===== src/inc/qdec_params.svh =====
// How it works
// - mode 1 decode: up/down chosen from which input moved and the other's level
// - one count per edge of either input, four counts per encoder cycle
// - position counts only from encoder input edges, never from a prescaler
// - a select bit switches counting to the alternate input pin pair
// - index rising edge captures position and clears the counter together
// - every index capture raises the index capture flag
// - reference compare match latches position into the periodic capture register
// - every periodic capture raises the periodic capture flag
// - reference counter clears on period compare match, one match per 1 ms
// - reference counter advances every second ref_clk cycle (REF_DIV), the 50 MHz peripheral rate
// - each position count latches reference count into edge capture, raising a flag
// - each edge capture moves the old edge capture value into its buffer
// - separate overflow and underflow flags when the position counter wraps
// - position and reference counters and capture registers are sixteen bits wide; the divider is eight
`ifndef QDEC_PARAMS_SVH
`define QDEC_PARAMS_SVH

`define ADDR_W 8
`define CNT_W 16
`define OFS_CTRL 8'h00
`define OFS_STATUS 8'h04
`define OFS_MASK 8'h08
`define OFS_POSITION 8'h0C
`define OFS_INDEX_CAP 8'h10
`define OFS_PERIODIC_CAP 8'h14
`define OFS_REFERENCE 8'h18
`define OFS_PERIOD_CMP 8'h1C
`define OFS_EDGE_CAP 8'h20
`define OFS_EDGE_BUF 8'h24

`define CTRL_RST 3'h0
`define FLAGS_RST 5'h00
`define FLAGS_W 5
`define CTRL_W 3

`define SYS_CLK_HZ 100000000
`define REF_CLK_HZ 50000000
`define REF_DIV (`SYS_CLK_HZ / `REF_CLK_HZ)
`define CAPTURE_PERIOD_US 1000
`define PERIOD_CMP_RST ((`REF_CLK_HZ / 1000000) * `CAPTURE_PERIOD_US - 1)

`endif


===== src/inc/qdec_pkg.sv =====
`include "qdec_params.svh"

package qdec_pkg;

  typedef logic [`CNT_W-1:0] count_t;

  // control bits, msb first: reference enable, pin pair select, position enable
  typedef struct packed {
    logic ref_en;
    logic alt_sel;
    logic pos_en;
  } ctrl_t;

  // sticky event bits, shared by status and mask
  typedef struct packed {
    logic edge_cap;
    logic underflow;
    logic overflow;
    logic periodic;
    logic index;
  } flags_t;

  typedef struct packed {
    logic a;
    logic b;
  } phase_t;

  typedef struct packed {
    logic up;
    logic down;
  } step_t;

endpackage


===== src/rtl/quadrature_counter_index_capture.sv =====
`timescale 1ns/1ps
`default_nettype none
`include "qdec_params.svh"

module quadrature_counter_index_capture
  import qdec_pkg::*;
#(
  parameter logic [`CNT_W-1:0] PERIOD_CMP_RESET = `CNT_W'(`PERIOD_CMP_RST)
) (
  input wire logic ref_clk,
  input wire logic rst_b,
  input wire logic psel,
  input wire logic penable,
  input wire logic pwrite,
  input wire logic [`ADDR_W-1:0] paddr,
  input wire logic [31:0] pwdata,
  input wire logic [3:0] pstrb,
  output logic [31:0] prdata,
  output logic pready,
  output logic pslverr,
  input wire logic enc_phase_a_in,
  input wire logic enc_phase_b_in,
  input wire logic alt_phase_a_in,
  input wire logic alt_phase_b_in,
  input wire logic index_in,
  output logic irq
);

  // ----------------------------------------------------------------
  // register state
  // ----------------------------------------------------------------
  ctrl_t ctrl_q;
  flags_t status_q;
  flags_t status_d;
  flags_t mask_q;
  flags_t events;
  count_t position_counter;
  count_t index_capture_reg;
  count_t periodic_capture_reg;
  count_t reference_counter;
  count_t period_compare_reg;
  count_t edge_capture_reg;
  count_t edge_capture_buffer;
  logic [31:0] prdata_q;
  logic [31:0] rd_mux;
  logic addr_hit;

  // ----------------------------------------------------------------
  // apb decode
  // ----------------------------------------------------------------
  logic setup_ph;
  logic access_ph;
  logic wr_en;
  logic rd_clr;

  assign setup_ph = psel & ~penable;
  assign access_ph = psel & penable;
  assign wr_en = access_ph & pwrite & addr_hit;
  assign rd_clr = access_ph & ~pwrite & (paddr == `OFS_STATUS);

  always_comb begin
    addr_hit = 1'b1;
    rd_mux = 32'h0000_0000;
    case (paddr)
      `OFS_CTRL: rd_mux = {29'h0000_0000, ctrl_q};
      `OFS_STATUS: rd_mux = {27'h0000_000, status_q};
      `OFS_MASK: rd_mux = {27'h0000_000, mask_q};
      `OFS_POSITION: rd_mux = {16'h0000, position_counter};
      `OFS_INDEX_CAP: rd_mux = {16'h0000, index_capture_reg};
      `OFS_PERIODIC_CAP: rd_mux = {16'h0000, periodic_capture_reg};
      `OFS_REFERENCE: rd_mux = {16'h0000, reference_counter};
      `OFS_PERIOD_CMP: rd_mux = {16'h0000, period_compare_reg};
      `OFS_EDGE_CAP: rd_mux = {16'h0000, edge_capture_reg};
      `OFS_EDGE_BUF: rd_mux = {16'h0000, edge_capture_buffer};
      default: addr_hit = 1'b0;
    endcase
  end

  // read data is sampled in the setup phase so it is a flop in the access phase
  always_ff @(posedge ref_clk or negedge rst_b) begin
    if (!rst_b) begin
      prdata_q <= 32'h0000_0000;
    end else if (setup_ph) begin
      prdata_q <= pwrite ? 32'h0000_0000 : rd_mux;
    end
  end

  assign prdata = prdata_q;
  assign pready = 1'b1;
  assign pslverr = access_ph & ~addr_hit;

  // byte lane merge for the writable registers
  function automatic logic [31:0] lane_merge(input logic [31:0] old_v,
                                             input logic [31:0] new_v,
                                             input logic [3:0] strb);
    logic [31:0] res;
    res = old_v;
    for (int i = 0; i < 4; i++) begin
      if (strb[i]) begin
        res[i*8 +: 8] = new_v[i*8 +: 8];
      end
    end
    return res;
  endfunction

  // ----------------------------------------------------------------
  // write merge
  // ----------------------------------------------------------------
  // each writable register merges the bus word over its own value, so
  // lanes left out of pstrb keep what they held
  logic [31:0] ctrl_wr;
  logic [31:0] mask_wr;
  logic [31:0] pcmp_wr;
  logic [31:0] pos_wr;

  assign ctrl_wr = lane_merge({29'h0000_0000, ctrl_q}, pwdata, pstrb);
  assign mask_wr = lane_merge({27'h0000_000, mask_q}, pwdata, pstrb);
  assign pcmp_wr = lane_merge({16'h0000, period_compare_reg}, pwdata, pstrb);
  assign pos_wr = lane_merge({16'h0000, position_counter}, pwdata, pstrb);

  always_ff @(posedge ref_clk or negedge rst_b) begin
    if (!rst_b) begin
      ctrl_q <= ctrl_t'(`CTRL_RST);
      mask_q <= flags_t'(`FLAGS_RST);
    end else if (wr_en) begin
      if (paddr == `OFS_CTRL) begin
        ctrl_q <= ctrl_t'(ctrl_wr[`CTRL_W-1:0]);
      end
      if (paddr == `OFS_MASK) begin
        mask_q <= flags_t'(mask_wr[`FLAGS_W-1:0]);
      end
    end
  end

  always_ff @(posedge ref_clk or negedge rst_b) begin
    if (!rst_b) begin
      period_compare_reg <= PERIOD_CMP_RESET;
    end else if (wr_en && paddr == `OFS_PERIOD_CMP) begin
      period_compare_reg <= pcmp_wr[`CNT_W-1:0];
    end
  end

  // ----------------------------------------------------------------
  // reference timer
  // ----------------------------------------------------------------
  logic [7:0] div_q;
  logic ref_tick;
  logic ref_match;

  // one-cycle enable at the peripheral rate; no second clock needed
  assign ref_tick = (div_q == 8'(`REF_DIV - 1));

  always_ff @(posedge ref_clk or negedge rst_b) begin
    if (!rst_b) begin
      div_q <= 8'h00;
    end else if (!ctrl_q.ref_en || ref_tick) begin
      div_q <= 8'h00;
    end else begin
      div_q <= div_q + 8'h01;
    end
  end

  // a period written below the running count is only met after the counter
  // wraps through all ones; stopping the timer only holds the count and does not avoid the wrap
  assign ref_match = ctrl_q.ref_en & ref_tick & (reference_counter == period_compare_reg);

  always_ff @(posedge ref_clk or negedge rst_b) begin
    if (!rst_b) begin
      reference_counter <= '0;
    end else if (ctrl_q.ref_en && ref_tick) begin
      if (ref_match) begin
        reference_counter <= '0;
      end else begin
        reference_counter <= reference_counter + `CNT_W'(1);
      end
    end
  end

  // ----------------------------------------------------------------
  // quadrature decode
  // ----------------------------------------------------------------
  phase_t phase_now;
  phase_t phase_prev;
  step_t step;
  logic index_prev;
  logic index_rise;
  logic count_evt;
  logic wrap_up;
  logic wrap_down;

  // pins only; there is no prescaled source feeding the position counter
  assign phase_now = ctrl_q.alt_sel ? phase_t'({alt_phase_a_in, alt_phase_b_in})
                                    : phase_t'({enc_phase_a_in, enc_phase_b_in});

  always_ff @(posedge ref_clk or negedge rst_b) begin
    if (!rst_b) begin
      phase_prev <= '0;
      index_prev <= 1'b0;
    end else begin
      phase_prev <= phase_now;
      index_prev <= index_in;
    end
  end

  // both inputs moving at once carries no direction and is ignored
  always_comb begin
    step = '0;
    case ({phase_prev.a ^ phase_now.a, phase_prev.b ^ phase_now.b})
      2'b01: begin
        step.up = (phase_now.b == phase_now.a);
        step.down = (phase_now.b != phase_now.a);
      end
      2'b10: begin
        step.up = (phase_now.a != phase_now.b);
        step.down = (phase_now.a == phase_now.b);
      end
      default: step = '0;
    endcase
  end

  // a disabled counter must not fake an edge; a pin pair switch is not gated here and can
  assign count_evt = ctrl_q.pos_en & (step.up | step.down);
  assign index_rise = ctrl_q.pos_en & index_in & ~index_prev;
  assign wrap_up = count_evt & step.up & (position_counter == '1);
  assign wrap_down = count_evt & step.down & (position_counter == '0);

  // ----------------------------------------------------------------
  // position counter and captures
  // ----------------------------------------------------------------
  // the index clear wins over a count in the same cycle; capture sees the old count
  always_ff @(posedge ref_clk or negedge rst_b) begin
    if (!rst_b) begin
      position_counter <= '0;
    end else if (index_rise) begin
      position_counter <= '0;
    end else if (wr_en && paddr == `OFS_POSITION) begin
      position_counter <= pos_wr[`CNT_W-1:0];
    end else if (count_evt && step.up) begin
      position_counter <= position_counter + `CNT_W'(1);
    end else if (count_evt && step.down) begin
      position_counter <= position_counter - `CNT_W'(1);
    end
  end

  always_ff @(posedge ref_clk or negedge rst_b) begin
    if (!rst_b) begin
      index_capture_reg <= '0;
    end else if (index_rise) begin
      index_capture_reg <= position_counter;
    end
  end

  always_ff @(posedge ref_clk or negedge rst_b) begin
    if (!rst_b) begin
      periodic_capture_reg <= '0;
    end else if (ref_match) begin
      periodic_capture_reg <= position_counter;
    end
  end

  always_ff @(posedge ref_clk or negedge rst_b) begin
    if (!rst_b) begin
      edge_capture_reg <= '0;
      edge_capture_buffer <= '0;
    end else if (count_evt) begin
      edge_capture_reg <= reference_counter;
      edge_capture_buffer <= edge_capture_reg;
    end
  end

  // ----------------------------------------------------------------
  // interrupt status
  // ----------------------------------------------------------------
  always_comb begin
    events = '0;
    events.index = index_rise;
    events.periodic = ref_match;
    events.overflow = wrap_up & ~index_rise;
    events.underflow = wrap_down & ~index_rise;
    events.edge_cap = count_evt;
  end

  // only bits actually returned to software are cleared, so a set wins
  always_comb begin
    status_d = status_q;
    if (rd_clr) begin
      status_d = flags_t'(status_q & ~prdata_q[`FLAGS_W-1:0]);
    end
    status_d = flags_t'(status_d | events);
  end

  always_ff @(posedge ref_clk or negedge rst_b) begin
    if (!rst_b) begin
      status_q <= flags_t'(`FLAGS_RST);
    end else begin
      status_q <= status_d;
    end
  end

  assign irq = |(status_q & mask_q);

endmodule

`default_nettype wire


===== config.mk =====
export PLATFORM = sky130hd
export DESIGN_NAME = quadrature_counter_index_capture
export DESIGN_NICKNAME = d
export VERILOG_FILES = /design/src/inc/qdec_pkg.sv /design/src/rtl/quadrature_counter_index_capture.sv
export VERILOG_INCLUDE_DIRS = /design/src /design/src/inc
export SDC_FILE = /design/constraint.sdc
export NUM_CORES = 1
export LEC_CHECK = 0
export ABC_CLOCK_PERIOD_IN_PS = 3900
export BUFFER_PORTS_ARGS = -buffer_cell sky130_fd_sc_hd__buf_2
export CORE_MARGIN = 3
export CORE_UTILIZATION = 30
export DETAILED_ROUTE_END_ITERATION = 8
export GPL_TIMING_DRIVEN = 0
export PLACE_DENSITY = 0.5
export RECOVER_POWER = 50
export SLEW_MARGIN = 0
export SYNTH_ARGS = -nofsm -noshare
export SYNTH_HDL_FRONTEND = slang
export SYNTH_SLANG_ARGS = --single-unit

===== constraint.sdc =====
create_clock -name ref_clk -period 3.9 [get_ports ref_clk]
set_clock_uncertainty 0.1 [all_clocks]
set_input_delay 0.78 -clock ref_clk [delete_from_list [all_inputs] [get_ports ref_clk]]
set_output_delay 0.78 -clock ref_clk [all_outputs]
set_load 0.01 [all_outputs]

## Yosys cells after proc, flatten, opt, wreduce, memory -nomap -nowiden

Index checks and enable logic that the tools add are counted.

- Input bits: 54
- Memory bits (writable): 0
- Bits in latches: 0
- Register bits: 168
- Memories kept: 0
- Output and inout bits: 35
- ROM bits: 0

- Shift operators: 0
- Equal/unequal tests: 20
- Bitwise logic cells: 30
- Multiply operators: 0
- Reductions and logical operators: 18
- Add/subtract/negate cells: 4
- Mux-type cells: 14
- Div/mod/pow operators: 0
- Order comparisons: 0

Operator list:

| cell | number |
|---|---|
| case mux 16 bit (10 select lines) | 1 |
| two-way mux 16 bit | 5 |
| adder 16 x 1 -> 16 bit, second input constant | 2 |
| == test 8 x 5 -> 1 bit, second input constant | 4 |
| two-way mux 32 bit | 1 |
| two-way mux 8 bit | 3 |
| bitwise AND 1 bit | 18 |
| == test 16 bit | 1 |
| == test 16 bit, second input constant | 1 |
| == test 8 x 4 -> 1 bit, second input constant | 2 |
| == test 8 x 6 -> 1 bit, second input constant | 2 |
| zero test 16 bit | 1 |
| subtractor 16 x 1 -> 16 bit, second input constant | 1 |
| bitwise AND 5 bit | 2 |
| OR reduction 10 bit | 1 |
| adder 8 x 1 -> 8 bit, second input constant | 1 |
| == test 8 x 1 -> 1 bit, second input constant | 1 |
| == test 8 x 3 -> 1 bit, second input constant | 1 |
| zero test 8 bit | 1 |
| AND reduction 2 bit | 4 |
| != test 3 bit, second input constant | 2 |
| AND reduction 3 bit | 2 |
| logical AND 1 bit | 5 |
| two-way mux 5 bit | 1 |
| 16 further kinds | 23 |

## Longest topological paths before layout

- Depth after elaboration: 11
- Mapped depth: 11
- Depth with buffers taken out: 11

## Least setup slack after synthesis

OpenSTA, ideal clock, no wires.

- Path kind: input -> register
- From: input port alt_phase_b_in
- To: register position_counter[15]
- Stages on the path: 11
- Data arrival time: 3.722 ns
- Buffers on the path: 0
- Setup time: 0.082 ns
- Setup slack: -0.004 ns
- Cell sequence: mux2i_2 -> xnor2_2 -> nor3_1 -> inv_1 -> ha_1 -> a2111oi_0 -> o21a_1 -> o211a_1 -> nor3b_1 -> or4_1 -> a31oi_1

- Word-level cells in the longest chain between the ends: 10

RTL lines:

| item | RTL line | RTL |
|---|---|---|
| from (decl) | quadrature_counter_index_capture.sv:24 | `input wire logic alt_phase_b_in,` |
| two-way mux 2 bit * | quadrature_counter_index_capture.sv:192 | `assign phase_now = ctrl_q.alt_sel ? phase_t'({alt_phase_a_in, alt_phase_b_in})` |
| XOR 1 bit | quadrature_counter_index_capture.sv:208 | `case ({phase_prev.a ^ phase_now.a, phase_prev.b ^ phase_now.b})` |
| == test 2 bit / == test 2 x 1 -> 1 bit (equally long branches) | quadrature_counter_index_capture.sv:208 |  |
| case mux 2 bit (2 select lines) * | quadrature_counter_index_capture.sv:208 |  |
| OR 1 bit | quadrature_counter_index_capture.sv:222 | `assign count_evt = ctrl_q.pos_en & (step.up \| step.down);` |
| bitwise AND 1 bit | quadrature_counter_index_capture.sv:222 |  |
| logical AND 1 bit | quadrature_counter_index_capture.sv:238 | `end else if (count_evt && step.up) begin` |
| two-way mux 16 bit | quadrature_counter_index_capture.sv:238 |  |
| two-way mux 16 bit | quadrature_counter_index_capture.sv:236 | `` end else if (wr_en && paddr == `OFS_POSITION) begin `` |
| two-way mux 16 bit | quadrature_counter_index_capture.sv:234 | `end else if (index_rise) begin` |
| to (signal assigned) | quadrature_counter_index_capture.sv:237 | `` position_counter <= pos_wr[`CNT_W-1:0]; `` |
| to (signal assigned) | quadrature_counter_index_capture.sv:239 | `` position_counter <= position_counter + `CNT_W'(1); `` |
| to (signal assigned) | quadrature_counter_index_capture.sv:241 | `` position_counter <= position_counter - `CNT_W'(1); `` |
| to (decl) | quadrature_counter_index_capture.sv:37 | `count_t position_counter;` |

Mark *: on every way between the ends. The rest lies on a longest branch, timed or not.
A chain may end at the register's enable or synchronous reset.

## Worst setup path after layout

- From: register ctrl_q[1] (netlist bit)
- To: register position_counter[15]

- Word-level cells in the longest chain between the ends: 10

RTL lines:

| item | RTL line | RTL |
|---|---|---|
| from (decl) | quadrature_counter_index_capture.sv:32 | `ctrl_t ctrl_q;` |
| from (signal assigned) | quadrature_counter_index_capture.sv:123 | `` ctrl_q <= ctrl_t'(`CTRL_RST); `` |
| from (signal assigned) | quadrature_counter_index_capture.sv:127 | `` ctrl_q <= ctrl_t'(ctrl_wr[`CTRL_W-1:0]); `` |
| two-way mux 2 bit * | quadrature_counter_index_capture.sv:192 |  |
| XOR 1 bit | quadrature_counter_index_capture.sv:208 |  |
| == test 2 bit / == test 2 x 1 -> 1 bit (equally long branches) | quadrature_counter_index_capture.sv:208 |  |
| case mux 2 bit (2 select lines) * | quadrature_counter_index_capture.sv:208 |  |
| OR 1 bit | quadrature_counter_index_capture.sv:222 |  |
| bitwise AND 1 bit | quadrature_counter_index_capture.sv:222 |  |
| logical AND 1 bit | quadrature_counter_index_capture.sv:238 |  |
| two-way mux 16 bit | quadrature_counter_index_capture.sv:238 |  |
| two-way mux 16 bit | quadrature_counter_index_capture.sv:236 |  |
| two-way mux 16 bit | quadrature_counter_index_capture.sv:234 |  |

Marked as above.

==> results.sh <==
export IMPL_outcome="finished with violations"
export IMPL_failed_checks="max-capacitance violations, max-slew violations"
export IMPL_ys_async_sr_fraction=1.00
export IMPL_route_detailed_vias_per_inst=5.26
export IMPL_synth_cells=837
export IMPL_synth_yosys_warnings=0
export IMPL_tritoncts="yes"
export IMPL_mean_post_synth_cell_area_sq_um=10.2
export IMPL_critical_path_class="flip-flop to flip-flop"
export IMPL_synth_commonest_cells="sky130_fd_sc_hd__dfrtp_1 (143), sky130_fd_sc_hd__nand2_1 (105), sky130_fd_sc_hd__mux2_2 (72), sky130_fd_sc_hd__o21ai_0 (49), sky130_fd_sc_hd__nor2_1 (40)"
export IMPL_drt_total_wl_um=26000
export IMPL_grt_total_usage=0.171
export IMPL_worst_setup_path_start_kind="flip-flop"
export IMPL_start_util=0.305
export IMPL_setup_slack_ps=111
export IMPL_share_seq_of_total_power=0.398
export IMPL_cts_buffers=17
export IMPL_antenna_violating_nets_post_route=0
export IMPL_number_of_synthesized_flops_with_an_enable_pin=0
export IMPL_cp_required_ps=4160
export IMPL_maxSlewHeadroom=-0.397
export IMPL_power_static_leakage_nw=4.66
export IMPL_hp_class="flip-flop to flip-flop"
export IMPL_p_sw_w=0.00170
export IMPL_die_height_um=175
export IMPL_placement_io_buffers=53
export IMPL_power_share_clock=0.337
export IMPL_number_of_distinct_library_cell_variants_in_the_gate_level_netlist_after_synthesis=76
export IMPL_syn_std_cell_area_sq_um=8530
export IMPL_grt_remaining_overflow=0
export IMPL_via_count_of_the_first_global_routing_pass=6592
export IMPL_dieArea_sq_um=30500
export IMPL_worstSkewPairLatency_ps=430
export IMPL_period_minus_slack_ps=3790
export IMPL_grt_pass1_wl_um=40100
export IMPL_layout_filler_cells=2867
export IMPL_combinationalPowerShare=0.265
export IMPL_final_nets=1001
export IMPL_worst_ep_arrival_time_ps=4040
export IMPL_drc=0
export IMPL_final_max_slew_violation_count=36
export IMPL_ys_seq_elements=152
export IMPL_ctsHtreeMaxLevel=4
export IMPL_vias=6941
export IMPL_routedWlPerCell_um=19.7
export IMPL_clock_tree_root_cell="sky130_fd_sc_hd__clkbuf_16"
export IMPL_synthDominantCellAreaShare=0.419
export IMPL_syn2layout_area_growth_pct=17.4
export IMPL_final_hold_violation_count=0
export IMPL_detail_route_first_pass_iterations=6
export IMPL_gp_routability_congestion=0.882
export IMPL_maxClockFrequency_mhz=264
export IMPL_synthMostInstantiatedCell="sky130_fd_sc_hd__dfrtp_1"
export IMPL_p_int_w=0.00329
export IMPL_dp_worst_setup_slack_ps=-892
export IMPL_post_synth_main_area_contributors="sky130_fd_sc_hd__dfrtp_1 (42%), sky130_fd_sc_hd__mux2_2 (9.5%), sky130_fd_sc_hd__nand2_1 (4.6%), sky130_fd_sc_hd__a22oi_1 (3.3%), sky130_fd_sc_hd__xor2_1 (3.2%)"
export IMPL_grt_start_max_net_pins=118
export IMPL_totalNegativeSetupSlack_ps=0
export IMPL_clk_pin_slew_ps=70
export IMPL_antenna_cells=0
export IMPL_post_route_period_util=0.972
export IMPL_powerDensity_nw_per_um2=498
export IMPL_fin_total_pwr_w=0.00499
export IMPL_vdd_ir_drop_max_v=0.000307
export IMPL_max_clock_path_buffers=2
export IMPL_grt_antenna_before_repair=0
export IMPL_drt_first_iter_violations=628
export IMPL_synth_largest_area_cell="sky130_fd_sc_hd__dfrtp_1"
export IMPL_synth_ff_type="sky130_fd_sc_hd__dfrtp_1"
export IMPL_yosysSeqAreaShare=0.447
export IMPL_dp_final_hpwl_um=19700
export IMPL_finalSetupViolations=0
export IMPL_floorplan_rows=61
export IMPL_worst_pin_slew_ps=2100
export IMPL_clock_sink_count=152
export IMPL_drv_max_cap_violation_count=1
export IMPL_power_share_switching=0.341
export IMPL_cp_max_fo=15
export IMPL_layout_cells_sized_above_1=0.245
export IMPL_die_width_um=175
export IMPL_placeableCoreArea_sq_um=27900
export IMPL_timing_critical_path_to_type="flip-flop"
export IMPL_io_pin_count=89
## worst paths after layout
| path | start | to | slack, ps | depth (start not counted) |
|---|---|---|---|---|
| min in group asynchronous | rst_b | div_q[0]$_DFF_PN0_ | 850 | 1 |
| max in group asynchronous | rst_b | index_capture_reg[8]$_DFFE_PN0P_ | 1460 | 2 |
| max reg2reg | ctrl_q[1]$_DFFE_PN0P_ | position_counter[15]$_DFFE_PN0P_ | 110 | 12 |
| max | ctrl_q[1]$_DFFE_PN0P_ | position_counter[15]$_DFFE_PN0P_ | 110 | 12 |
| min reg2reg | prdata[5]$_DFFE_PN0P_ | prdata[5]$_DFFE_PN0P_ | 370 | 1 |
| min | prdata[5]$_DFFE_PN0P_ | prdata[5]$_DFFE_PN0P_ | 370 | 1 |
## metrics by stage
step           instance area, sq um   util  cells  hold slack [ps]
6_report                      10000  0.359   1319              371
3_3_place_gp                   9330  0.334   1283              359
2_1_floorplan                  8590      -    852              345
3_5_place_dp                   9370  0.335   1284              363
4_1_cts                        9990  0.358   1317              121
5_1_grt                       10000  0.359   1319              397
## cells by family (layout without fill, tap and decap cells)
family / Yosys count / count (layout) / share of synthesized area
AND/OR/NAND/NOR: 270 / 270 / 0.164
AO/OA/AOI/OAI: 198 / 198 / 0.159
flip-flops: 152 / 152 / 0.447
multiplexers: 80 / 80 / 0.105
buffers and inverters: 70 / 159 / 0.0440
XOR/XNOR: 46 / 46 / 0.0512
adder cells (fa/ha/maj): 19 / 19 / 0.0287
other: 2 / 17 / 0.000880
## cells in the final DEF (no fill, tap or decap), types with 6 or more instances in the layout
master,instances
sky130_fd_sc_hd__a21o_1,17
sky130_fd_sc_hd__a21oi_1,29
sky130_fd_sc_hd__a222oi_1,9
sky130_fd_sc_hd__a22oi_1,37
sky130_fd_sc_hd__a31oi_1,11
sky130_fd_sc_hd__and3_1,16
sky130_fd_sc_hd__buf_2,57
sky130_fd_sc_hd__buf_4,27
sky130_fd_sc_hd__clkbuf_1,27
sky130_fd_sc_hd__clkbuf_16,17
sky130_fd_sc_hd__conb_1,17
sky130_fd_sc_hd__dfrtp_1,142
sky130_fd_sc_hd__dfstp_2,9
sky130_fd_sc_hd__ha_1,18
sky130_fd_sc_hd__inv_1,11
sky130_fd_sc_hd__mux2_2,72
sky130_fd_sc_hd__mux2i_1,6
sky130_fd_sc_hd__nand2_1,105
sky130_fd_sc_hd__nand3_1,28
sky130_fd_sc_hd__nand4_1,15
sky130_fd_sc_hd__nor2_1,40
sky130_fd_sc_hd__nor3_1,13
sky130_fd_sc_hd__nor4_1,9
sky130_fd_sc_hd__o21a_1,7
sky130_fd_sc_hd__o21ai_0,49
sky130_fd_sc_hd__xnor2_1,12
sky130_fd_sc_hd__xor2_1,31
## critical path, cell delays in order, from the launching register on
cell	delay, ps
sky130_fd_sc_hd__dfrtp_2	480
sky130_fd_sc_hd__mux2i_4	330
sky130_fd_sc_hd__xor2_2	90
sky130_fd_sc_hd__buf_4	170
sky130_fd_sc_hd__nor3_4	340
sky130_fd_sc_hd__inv_4	160
sky130_fd_sc_hd__ha_1	370
sky130_fd_sc_hd__a2111oi_1	440
sky130_fd_sc_hd__o21a_1	260
sky130_fd_sc_hd__o211a_1	240
sky130_fd_sc_hd__nor3b_1	80
sky130_fd_sc_hd__or4_1	470
sky130_fd_sc_hd__a31oi_1	170
## area by class of cell
cell class / instances / area, sq um / area share
clock buffer: 20 / 457 / 0.0456
tap: 378 / 473 / 0.0472
buffer: 58 / 330 / 0.0330
clock inverter: 12 / 141 / 0.0141
sequential: 152 / 3820 / 0.381
inverter: 12 / 47.5 / 0.00475
multi-input combinational: 630 / 4440 / 0.443
timing repair buffer: 57 / 313 / 0.0312
## power by group through the flow
stage               sequential, W  combinational [W]  clock (W)
floorplan                 0.00187           0.000998          0
global placement          0.00201            0.00127          0
detailed placement        0.00201            0.00128          0
CTS                       0.00198            0.00130    0.00171
global route              0.00200            0.00149    0.00178
finish                    0.00198            0.00132    0.00168
## metal layers
layer  vias up  global-route usage  routed length (um)
li1       3229                   -                   -
met1      3440               0.246               12100
met2       239               0.261               11700
met3        33              0.0376                1680
met4         0              0.0489                 474
met5         -                   0                   0
## repair_timing
action	in CTS	in global routing
hold endpoints to repair	0	0
buffers inserted	1	2
setup endpoints to repair	11	1
resized for setup	3	6
pin swaps	1	2
hold buffers	0	0
No activity file was read; power rests on OpenSTA's default activity.
